## src/shared/byte_load_cmp_map.svh

```systemverilog
/*
  Register offsets, field positions, reset values and operation codes
  of the signed byte load and compare engine.
  Assumes it is included by its bare name in the package and the design.
*/
`ifndef BYTE_LOAD_CMP_MAP_SVH
`define BYTE_LOAD_CMP_MAP_SVH

// Byte offsets on the register bus, one aligned word each
`define OFS_SRC1 8'h00
`define OFS_SRC2 8'h04
`define OFS_GUARD 8'h08
`define OFS_CMD 8'h0c
`define OFS_DEST 8'h10
`define OFS_STATUS 8'h14

// Command word fields
`define CMD_OP_LSB 0
`define CMD_OP_MSB 2
`define CMD_IMM_LSB 8
`define CMD_IMM_MSB 14

// Status word fields
`define STAT_BUSY 0
`define STAT_APER 1
`define STAT_SKIP 2

// Operation codes
`define OPC_LOADB_IDX 3'h0
`define OPC_CMP_LE 3'h1
`define OPC_CMP_LEI 3'h2
`define OPC_CMP_LT 3'h3
`define OPC_CMP_LTI 3'h4

// Reset values
`define RST_WORD 32'h0000_0000
`define RST_CMD 10'h000

// Default register aperture window
`define APER_BASE_DEF 32'hefe0_0000
`define APER_SIZE_DEF 32'h0020_0000

`endif

```

## src/shared/byte_load_cmp_pkg.sv

```systemverilog
/*
  Types shared by the signed byte load and compare engine.
  Assumes the map header sits in the include path.
*/
`include "byte_load_cmp_map.svh"

package byte_load_cmp_pkg;

  // Operations the engine understands
  typedef enum logic [2:0] {
    OP_LOADB_IDX = `OPC_LOADB_IDX,
    OP_CMP_LE = `OPC_CMP_LE,
    OP_CMP_LEI = `OPC_CMP_LEI,
    OP_CMP_LT = `OPC_CMP_LT,
    OP_CMP_LTI = `OPC_CMP_LTI
  } op_e;

  // Engine states, one-hot
  typedef enum logic [2:0] {
    S_IDLE = 3'h1,
    S_EXEC = 3'h2,
    S_LOAD = 3'h4
  } state_e;

  // One issued operation
  typedef struct packed {
    logic [2:0] op;
    logic [6:0] imm;
  } cmd_s;

  // Operands of the ordering unit
  typedef struct packed {
    logic [31:0] lhs;
    logic [31:0] rhs;
    logic strict;
  } cmp_s;

endpackage

```

## src/verilog/signed_order_cmp.sv

```systemverilog
/*
  Signed ordering unit: lhs >= rhs, or lhs > rhs when strict.
  Assumes purely combinational use by the engine on the same clock.
*/
`timescale 1ns/1ns
`default_nettype none

module signed_order_cmp (
  // Operands
  input wire byte_load_cmp_pkg::cmp_s operands,
  // Result
  output logic greater
);

  // Only the two native orderings exist; the less forms swap operands
  always_comb begin
    if (operands.strict) begin
      greater = $signed(operands.lhs) > $signed(operands.rhs);
    end else begin
      greater = $signed(operands.lhs) >= $signed(operands.rhs);
    end
  end

endmodule

`default_nettype wire

```

## src/verilog/byte_load_cmp.sv

```systemverilog
/*
  Guarded signed byte load with indexed address and four guarded signed
  compares, with an Avalon-MM register slave and a byte port to the cache.
  Assumes the cache port and the bus run on SYS_CLK; no synchroniser.
*/
// The Avalon-MM register port and the register offsets were left to the implementer.
// Functional notes
// - Byte at src1+src2, sign-extended, to destination
// - Byte load ignores byte-order setting
// - Register aperture byte load gives undefined result
// - True guard writes destination, touches cacheable status
// - False guard load: no write, no side effect
// - Register less-or-equal yields one or zero
// - Less-or-equal runs as swapped greater-or-equal
// - Immediate less-or-equal against signed 7-bit modifier
// - Register less-than, equal gives zero
// - Less-than runs as swapped greater-than
// - Compares write destination only with true guard
// - Immediate less-than against signed modifier
`timescale 1ns/1ns
`default_nettype none
`include "byte_load_cmp_map.svh"

module byte_load_cmp #(
  parameter logic [31:0] APER_BASE = `APER_BASE_DEF,
  parameter logic [31:0] APER_SIZE = `APER_SIZE_DEF
) (
  // Clock, reset, enable
  input wire logic SYS_CLK,
  input wire logic RESET_N,
  input wire logic CLK_EN,
  // Avalon-MM slave
  input wire logic [7:0] AVS_ADDRESS,
  input wire logic AVS_READ,
  input wire logic AVS_WRITE,
  input wire logic [31:0] AVS_WRITEDATA,
  input wire logic [3:0] AVS_BYTEENABLE,
  output logic [31:0] AVS_READDATA,
  output logic AVS_WAITREQUEST,
  // Byte port to the data cache
  output logic MEM_REQ,
  output logic [31:0] MEM_ADDR,
  input wire logic MEM_ACK,
  input wire logic [7:0] MEM_RDATA,
  input wire logic MEM_CACHEABLE,
  output logic CACHE_TOUCH,
  // Result towards the register file
  output logic RESULT_WE,
  output logic [31:0] RESULT
);

  // Merge written bytes into a stored word
  function automatic logic [31:0] merge_be(input logic [31:0] old_w,
                                           input logic [31:0] new_w,
                                           input logic [3:0] be);
    logic [31:0] m;
    m = old_w;
    for (int i = 0; i < 4; i++) begin
      if (be[i]) begin
        m[i*8 +: 8] = new_w[i*8 +: 8];
      end
    end
    return m;
  endfunction

  // Sign extension of the loaded byte
  function automatic logic [31:0] sext8(input logic [7:0] b);
    return {{24{b[7]}}, b};
  endfunction

  // Sign extension of the operation modifier
  function automatic logic [31:0] sext7(input logic [6:0] n);
    return {{25{n[6]}}, n};
  endfunction

  // Bus state
  logic ack_q, ack_d;
  logic [31:0] rdata_q, rdata_d;
  logic [31:0] src1_q, src1_d;
  logic [31:0] src2_q, src2_d;
  logic [31:0] guard_q, guard_d;
  byte_load_cmp_pkg::cmd_s cmd_q, cmd_d;
  logic req, stall, accept, issue;

  // Engine state
  byte_load_cmp_pkg::state_e state_q, state_d;
  logic [31:0] dest_q, dest_d;
  logic [31:0] addr_q, addr_d;
  logic mem_req_q, mem_req_d;
  logic we_q, we_d;
  logic touch_q, touch_d;
  logic aper_q, aper_d;
  logic skip_q, skip_d;
  logic busy;

  // Ordering unit hookup
  byte_load_cmp_pkg::cmp_s cmp_in;
  logic cmp_out;
  logic [31:0] load_addr;
  logic in_aper;

  assign busy = (state_q != byte_load_cmp_pkg::S_IDLE);
  assign req = AVS_READ | AVS_WRITE;
  // A new command waits until the engine is idle again
  assign stall = AVS_WRITE && (AVS_ADDRESS == `OFS_CMD) && busy;
  assign accept = req && ack_q && CLK_EN;
  assign issue = accept && AVS_WRITE && (AVS_ADDRESS == `OFS_CMD);
  assign AVS_WAITREQUEST = req && !accept;
  assign AVS_READDATA = rdata_q;

  // Bus next state: one wait cycle, more while a command stalls on a busy engine, then the access completes
  always_comb begin
    ack_d = req && !ack_q && !stall;
    rdata_d = rdata_q;
    src1_d = src1_q;
    src2_d = src2_q;
    guard_d = guard_q;
    cmd_d = cmd_q;
    if (req && !ack_q && AVS_READ) begin
      case (AVS_ADDRESS)
        `OFS_SRC1: rdata_d = src1_q;
        `OFS_SRC2: rdata_d = src2_q;
        `OFS_GUARD: rdata_d = guard_q;
        `OFS_CMD: rdata_d = {17'h00000, cmd_q.imm, 5'h00, cmd_q.op};
        `OFS_DEST: rdata_d = dest_q;
        `OFS_STATUS: rdata_d = {29'h00000000, skip_q, aper_q, busy};
        default: rdata_d = 32'h0000_0000;
      endcase
    end
    if (accept && AVS_WRITE) begin
      case (AVS_ADDRESS)
        `OFS_SRC1: src1_d = merge_be(src1_q, AVS_WRITEDATA, AVS_BYTEENABLE);
        `OFS_SRC2: src2_d = merge_be(src2_q, AVS_WRITEDATA, AVS_BYTEENABLE);
        `OFS_GUARD: guard_d = merge_be(guard_q, AVS_WRITEDATA,
                                       AVS_BYTEENABLE);
        `OFS_CMD: begin
          cmd_d.op = AVS_WRITEDATA[`CMD_OP_MSB:`CMD_OP_LSB];
          cmd_d.imm = AVS_WRITEDATA[`CMD_IMM_MSB:`CMD_IMM_LSB];
        end
        default: ;
      endcase
    end
  end

  // Bus registers
  always_ff @(posedge SYS_CLK or negedge RESET_N) begin
    if (!RESET_N) begin
      ack_q <= 1'b0;
      rdata_q <= `RST_WORD;
      src1_q <= `RST_WORD;
      src2_q <= `RST_WORD;
      guard_q <= `RST_WORD;
      cmd_q <= `RST_CMD;
    end else if (CLK_EN) begin
      ack_q <= ack_d;
      rdata_q <= rdata_d;
      src1_q <= src1_d;
      src2_q <= src2_d;
      guard_q <= guard_d;
      cmd_q <= cmd_d;
    end
  end

  // Wrapping sum, a negative index steps the base down
  assign load_addr = src1_q + src2_q;
  assign in_aper = (load_addr - APER_BASE) < APER_SIZE;

  // Less forms feed the native orderings with operands exchanged
  always_comb begin
    cmp_in.lhs = src2_q;
    cmp_in.rhs = src1_q;
    cmp_in.strict = 1'b0;
    case (cmd_q.op)
      byte_load_cmp_pkg::OP_CMP_LT: begin
        cmp_in.strict = 1'b1;
      end
      byte_load_cmp_pkg::OP_CMP_LEI: begin
        cmp_in.lhs = sext7(cmd_q.imm);
      end
      byte_load_cmp_pkg::OP_CMP_LTI: begin
        cmp_in.lhs = sext7(cmd_q.imm);
        cmp_in.strict = 1'b1;
      end
      default: ;
    endcase
  end

  signed_order_cmp u_order (
    .operands(cmp_in),
    .greater(cmp_out)
  );

  // Engine next state
  always_comb begin
    state_d = state_q;
    dest_d = dest_q;
    addr_d = addr_q;
    mem_req_d = mem_req_q;
    we_d = 1'b0;
    touch_d = 1'b0;
    aper_d = aper_q;
    skip_d = skip_q;
    case (state_q)
      byte_load_cmp_pkg::S_IDLE: begin
        if (issue) begin
          state_d = byte_load_cmp_pkg::S_EXEC;
        end
      end
      byte_load_cmp_pkg::S_EXEC: begin
        state_d = byte_load_cmp_pkg::S_IDLE;
        aper_d = 1'b0;
        skip_d = !guard_q[0];
        if (!guard_q[0]) begin
          // Nothing leaves the engine on a false guard
          skip_d = 1'b1;
        end else if (cmd_q.op == byte_load_cmp_pkg::OP_LOADB_IDX) begin
          if (in_aper) begin
            // Undefined there; zero is returned and flagged
            aper_d = 1'b1;
            dest_d = 32'h0000_0000;
            we_d = 1'b1;
          end else begin
            addr_d = load_addr;
            mem_req_d = 1'b1;
            state_d = byte_load_cmp_pkg::S_LOAD;
          end
        end else if (cmd_q.op <= byte_load_cmp_pkg::OP_CMP_LTI) begin
          dest_d = {31'h00000000, cmp_out};
          we_d = 1'b1;
        end
      end
      byte_load_cmp_pkg::S_LOAD: begin
        if (MEM_ACK) begin
          // One byte only, so byte order never matters
          dest_d = sext8(MEM_RDATA);
          we_d = 1'b1;
          touch_d = MEM_CACHEABLE;
          mem_req_d = 1'b0;
          state_d = byte_load_cmp_pkg::S_IDLE;
        end
      end
      default: begin
        state_d = byte_load_cmp_pkg::S_IDLE;
        mem_req_d = 1'b0;
      end
    endcase
  end

  // Engine registers
  always_ff @(posedge SYS_CLK or negedge RESET_N) begin
    if (!RESET_N) begin
      state_q <= byte_load_cmp_pkg::S_IDLE;
      dest_q <= `RST_WORD;
      addr_q <= `RST_WORD;
      mem_req_q <= 1'b0;
      we_q <= 1'b0;
      touch_q <= 1'b0;
      aper_q <= 1'b0;
      skip_q <= 1'b0;
    end else if (CLK_EN) begin
      state_q <= state_d;
      dest_q <= dest_d;
      addr_q <= addr_d;
      mem_req_q <= mem_req_d;
      we_q <= we_d;
      touch_q <= touch_d;
      aper_q <= aper_d;
      skip_q <= skip_d;
    end
  end

  assign MEM_REQ = mem_req_q;
  assign MEM_ADDR = addr_q;
  assign CACHE_TOUCH = touch_q;
  assign RESULT_WE = we_q;
  assign RESULT = dest_q;

  logic exec_go;
  assign exec_go = CLK_EN && (state_q == byte_load_cmp_pkg::S_EXEC);
endmodule

`default_nettype wire

```

## config.mk

```make
export PLATFORM = sky130hd
export DESIGN_NAME = byte_load_cmp
export DESIGN_NICKNAME = d
export VERILOG_FILES = /design/src/shared/byte_load_cmp_pkg.sv /design/src/verilog/signed_order_cmp.sv /design/src/verilog/byte_load_cmp.sv
export VERILOG_INCLUDE_DIRS = /design/src /design/src/shared
export SDC_FILE = /design/constraint.sdc
export NUM_CORES = 1
export LEC_CHECK = 0
export BUFFER_PORTS_ARGS = -buffer_cell sky130_fd_sc_hd__buf_2
export CELL_PAD_IN_SITES_DETAIL_PLACEMENT = 0
export CELL_PAD_IN_SITES_GLOBAL_PLACEMENT = 1
export CORE_MARGIN = 2
export CORE_UTILIZATION = 45
export DETAILED_ROUTE_END_ITERATION = 10
export PLACE_DENSITY = 0.86
export SLEW_MARGIN = 40
export SYNTH_ARGS = -nofsm -noshare
export SYNTH_HDL_FRONTEND = slang
export SYNTH_SLANG_ARGS = --single-unit
```

## constraint.sdc

```tcl
create_clock -name SYS_CLK -period 6.6 [get_ports SYS_CLK]
set_input_delay 1.32 -clock SYS_CLK [delete_from_list [all_inputs] [get_ports SYS_CLK]]
set_output_delay 1.32 -clock SYS_CLK [all_outputs]
set_load 0.05 [all_outputs]
```

==> results_dict.tcl <==
set metrics [dict create \
    cp.arrival_ps 5550 \
    die_x_um 162 \
    drc_errors 0 \
    die_y_um 162 \
    post_cts_buffers 0 \
    io_pins 159 \
    grt_overflow 0 \
    htreeDepth 4 \
    rsz0062_at_grt "no" \
    p_per_area_nw_per_um2 214 \
    first_pass_iters 5 \
    yosys_warnings 0 \
    path_clk_slew_ps 70 \
    dp_cells 1548 \
    hold_viol_final 0 \
    outcome "complete, no violations" \
    cts_hold_buf 0 \
    row_count 57 \
    dpl.hpwl_um 23300 \
    maxCapViolCount 0 \
    layoutNonFillerInstCount 1581 \
    p_leak_nw 6.71 \
    worstSetupPathType "register to register" \
    netlist_area_um2 11200 \
    fin_crit_sh_pct 79.4 \
    period_minus_slack_ps 5240 \
    clk_latency_ps 440 \
    synthCells 1137 \
    drt-total-wl_um 31100 \
    max_freq_mhz 191 \
    grt_pass1_wl_um 50000 \
    wl_per_cell_um 19.7 \
    synth_edf_count 0 \
    ant_nets 0 \
    worst_pin_slew_ps 817 \
    initialDrtViolationCount 658 \
    worstSetupStartpointType "register" \
    slew_headroom_pct 45.2 \
    num-nets-final 1367 \
    setup_viol 0 \
    cts_root_buf "clkbuf_16" \
    cp-end-kind "register" \
    cts_max_path_buffers 2 \
    fin_skew_ps 14.6 \
    yosysTopAreaCellShare_pct 41.4 \
    first_global_vias 8957 \
    ys_types 68 \
    finalMaxSlewViolations 0 \
    core-area_um2 24500 \
    synth.net_count 1261 \
    ys_seq_elements 187 \
    cts_tree "done" \
    post-synth-top-area-cell "dfrtp_1" \
    synthFlopType "dfrtp_1" \
    ys_async_sr_fraction_pct 100 \
    grt_usage_pct 24.1 \
    cp_max_fo 27 \
    portBuffers 158 \
    post_cts_resized 0 \
    clock_sinks 187 \
    routabilityCongestion 0.910 \
    viasPerCell 5.82 \
    numCtsBuffers 17 \
    setup_tns_ps 0 \
    syn_area_per_cell_um2 9.89 \
    vias 9196 \
    initial_core_util_pct 46.0 \
    ir_drop_uv 172 \
    grt_start_max_net_pins 80 \
    crit_required_ps 6910 \
    area_growth_syn_to_layout_pct 13.3 \
    synth.area.top_cells "dfrtp_1 (41%), mux2_2 (8.4%), ha_1 (7.1%)" \
    drive_gt1_share_pct 25.7 \
    seq_area_frac_synth_pct 41.6 \
    antenna_found_initial 1 \
    dieArea_um2 26300 \
    hold_path.class "register to register" \
]
-- per-layer routing --
metal / routed length (um) / vias to the layer above / global-route usage, %
li1: - / 4345 / -
met1: 15100 / 4561 / 36.1
met2: 14000 / 258 / 36.7
met3: 1490 / 32 / 3.24
met4: 469 / 0 / 6.68
met5: 0 / - / 0
-- sequential cells by signal (all words and copies together), names as in the netlist --
register and cells:
AVS_READDATA 32, MEM_ADDR 32, guard_q 32, src1_q 32, src2_q 32, cmd_q 10, RESULT 8, state_q 3
CACHE_TOUCH 1, MEM_REQ 1, RESULT_WE 1, ack_q 1, aper_q 1, skip_q 1
-- layout make-up --
| class | count | area, um^2 |
|---|---|---|
| clock buffers | 23 | 468 |
| multi-input cells | 820 | 5990 |
| fillers | 2255 | 11700 |
| repair buffers | 171 | 913 |
| clock inverters | 9 | 113 |
| diodes | 1 | 2.50 |
| flip-flops and latches | 187 | 4680 |
| inverters | 46 | 173 |
| well taps | 324 | 405 |
-- kinds of logic (layout without fill, tap and decap cells) --
kind of cell | count (synthesis) | count (layout) | synth area share, %
AO/OA/AOI/OAI | 329 | 329 | 19.1
XOR/XNOR | 27 | 27 | 2.10
adder cells (fa/ha/maj) | 65 | 65 | 7.30
buffers and inverters | 130 | 249 | 5.34
flip-flops | 187 | 187 | 41.6
multiplexers | 120 | 120 | 12.7
other | 0 | 1 | 0
AND/OR/NAND/NOR | 279 | 279 | 11.8
-- synth_stat cells (3+ instances only) --
library cell,n
a211oi_1,6
a21o_1,39
o21ai_0,124
a22oi_1,5
clkbuf_1,55
nand4_1,17
and4_1,5
mux2i_1,11
xor2_1,10
mux2_2,84
nand2_1,126
nor2b_1,5
inv_1,46
a222oi_1,4
nor3_1,18
nand3b_1,4
buf_4,24
xnor2_1,17
nor2_1,41
buf_6,3
a21oi_1,62
nor4_1,6
o21ai_1,3
a221o_1,8
dfrtp_1,186
o21a_1,5
and2_1,7
and3_1,14
a22o_1,17
a211o_1,3
o21bai_1,3
or3_1,6
nand3_1,13
nand2b_1,5
o211ai_1,7
mux2_4,25
a221oi_1,20
ha_1,64
-- critical path, cell delays in order, from the launching register on --
cell	delay, ps
dfrtp_1	410
ha_1	240
fa_1	410
a21o_1	210
a221o_1	410
a211oi_1	390
nor2_1	130
or3_1	340
and2_1	180
ha_1	220
nand4_1	80
o21ai_1	80
or4_1	570
a2111oi_4	590
nor3_4	170
buf_4	320
mux2_4	350
-- stage by stage --
step	setup WS, ps	hold slack, ps	area (um^2)	power (mW)	util, %
3_3_place_gp	1460	460	12100	1.70	49.6
2_1_floorplan	2040	450	11200	1.61	-
5_1_grt	1090	506	12700	2.83	52.1
4_1_cts	1350	481	12700	2.75	52.1
6_report	1360	477	12700	2.73	52.1
3_5_place_dp	1340	465	12200	1.71	49.7
-- power breakdown --
| group | internal [mW] | total [mW] | switching [mW] | leakage, nW |
|---|---|---|---|---|
| logic | 0.133 | 0.490 | 0.356 | 4.01 |
| clock network | 0.582 | 1.04 | 0.458 | 0.283 |
| registers | 1.17 | 1.20 | 0.0301 | 2.42 |
| total | 1.89 | 2.73 | 0.845 | 6.71 |
-- final timing paths --
check	start	to	slack, ps	cells past startpoint
setup / recovery	src2_q[0]	MEM_ADDR[22]	1360	16
hold / removal	AVS_READDATA[11]	AVS_READDATA[11]	480	2
max in group asynchronous	RESET_N	AVS_READDATA[25]	4750	2
setup reg to reg	src2_q[0]	MEM_ADDR[22]	1360	16
min in group asynchronous	RESET_N	AVS_READDATA[10]	800	1
hold reg to reg	AVS_READDATA[11]	AVS_READDATA[11]	480	2
-- cells in the final DEF (no fill, tap or decap), types with 6 or more instances in the layout --
master,count
buf_2,157
o211ai_1,7
and3_1,14
a21o_1,39
mux2_4,25
mux2_2,84
and2_1,7
a22o_1,17
a211oi_1,6
clkbuf_16,17
nor2_1,41
nor3_1,17
ha_1,64
nand4_1,17
or3_1,6
a221oi_1,20
a21oi_1,62
a221o_1,8
mux2i_1,11
xor2_1,10
buf_4,11
inv_1,46
dfrtp_1,186
o21ai_0,124
nand3_1,13
nand2_1,126
xnor2_1,17
Note: power is estimated with default switching activity, not from simulation.
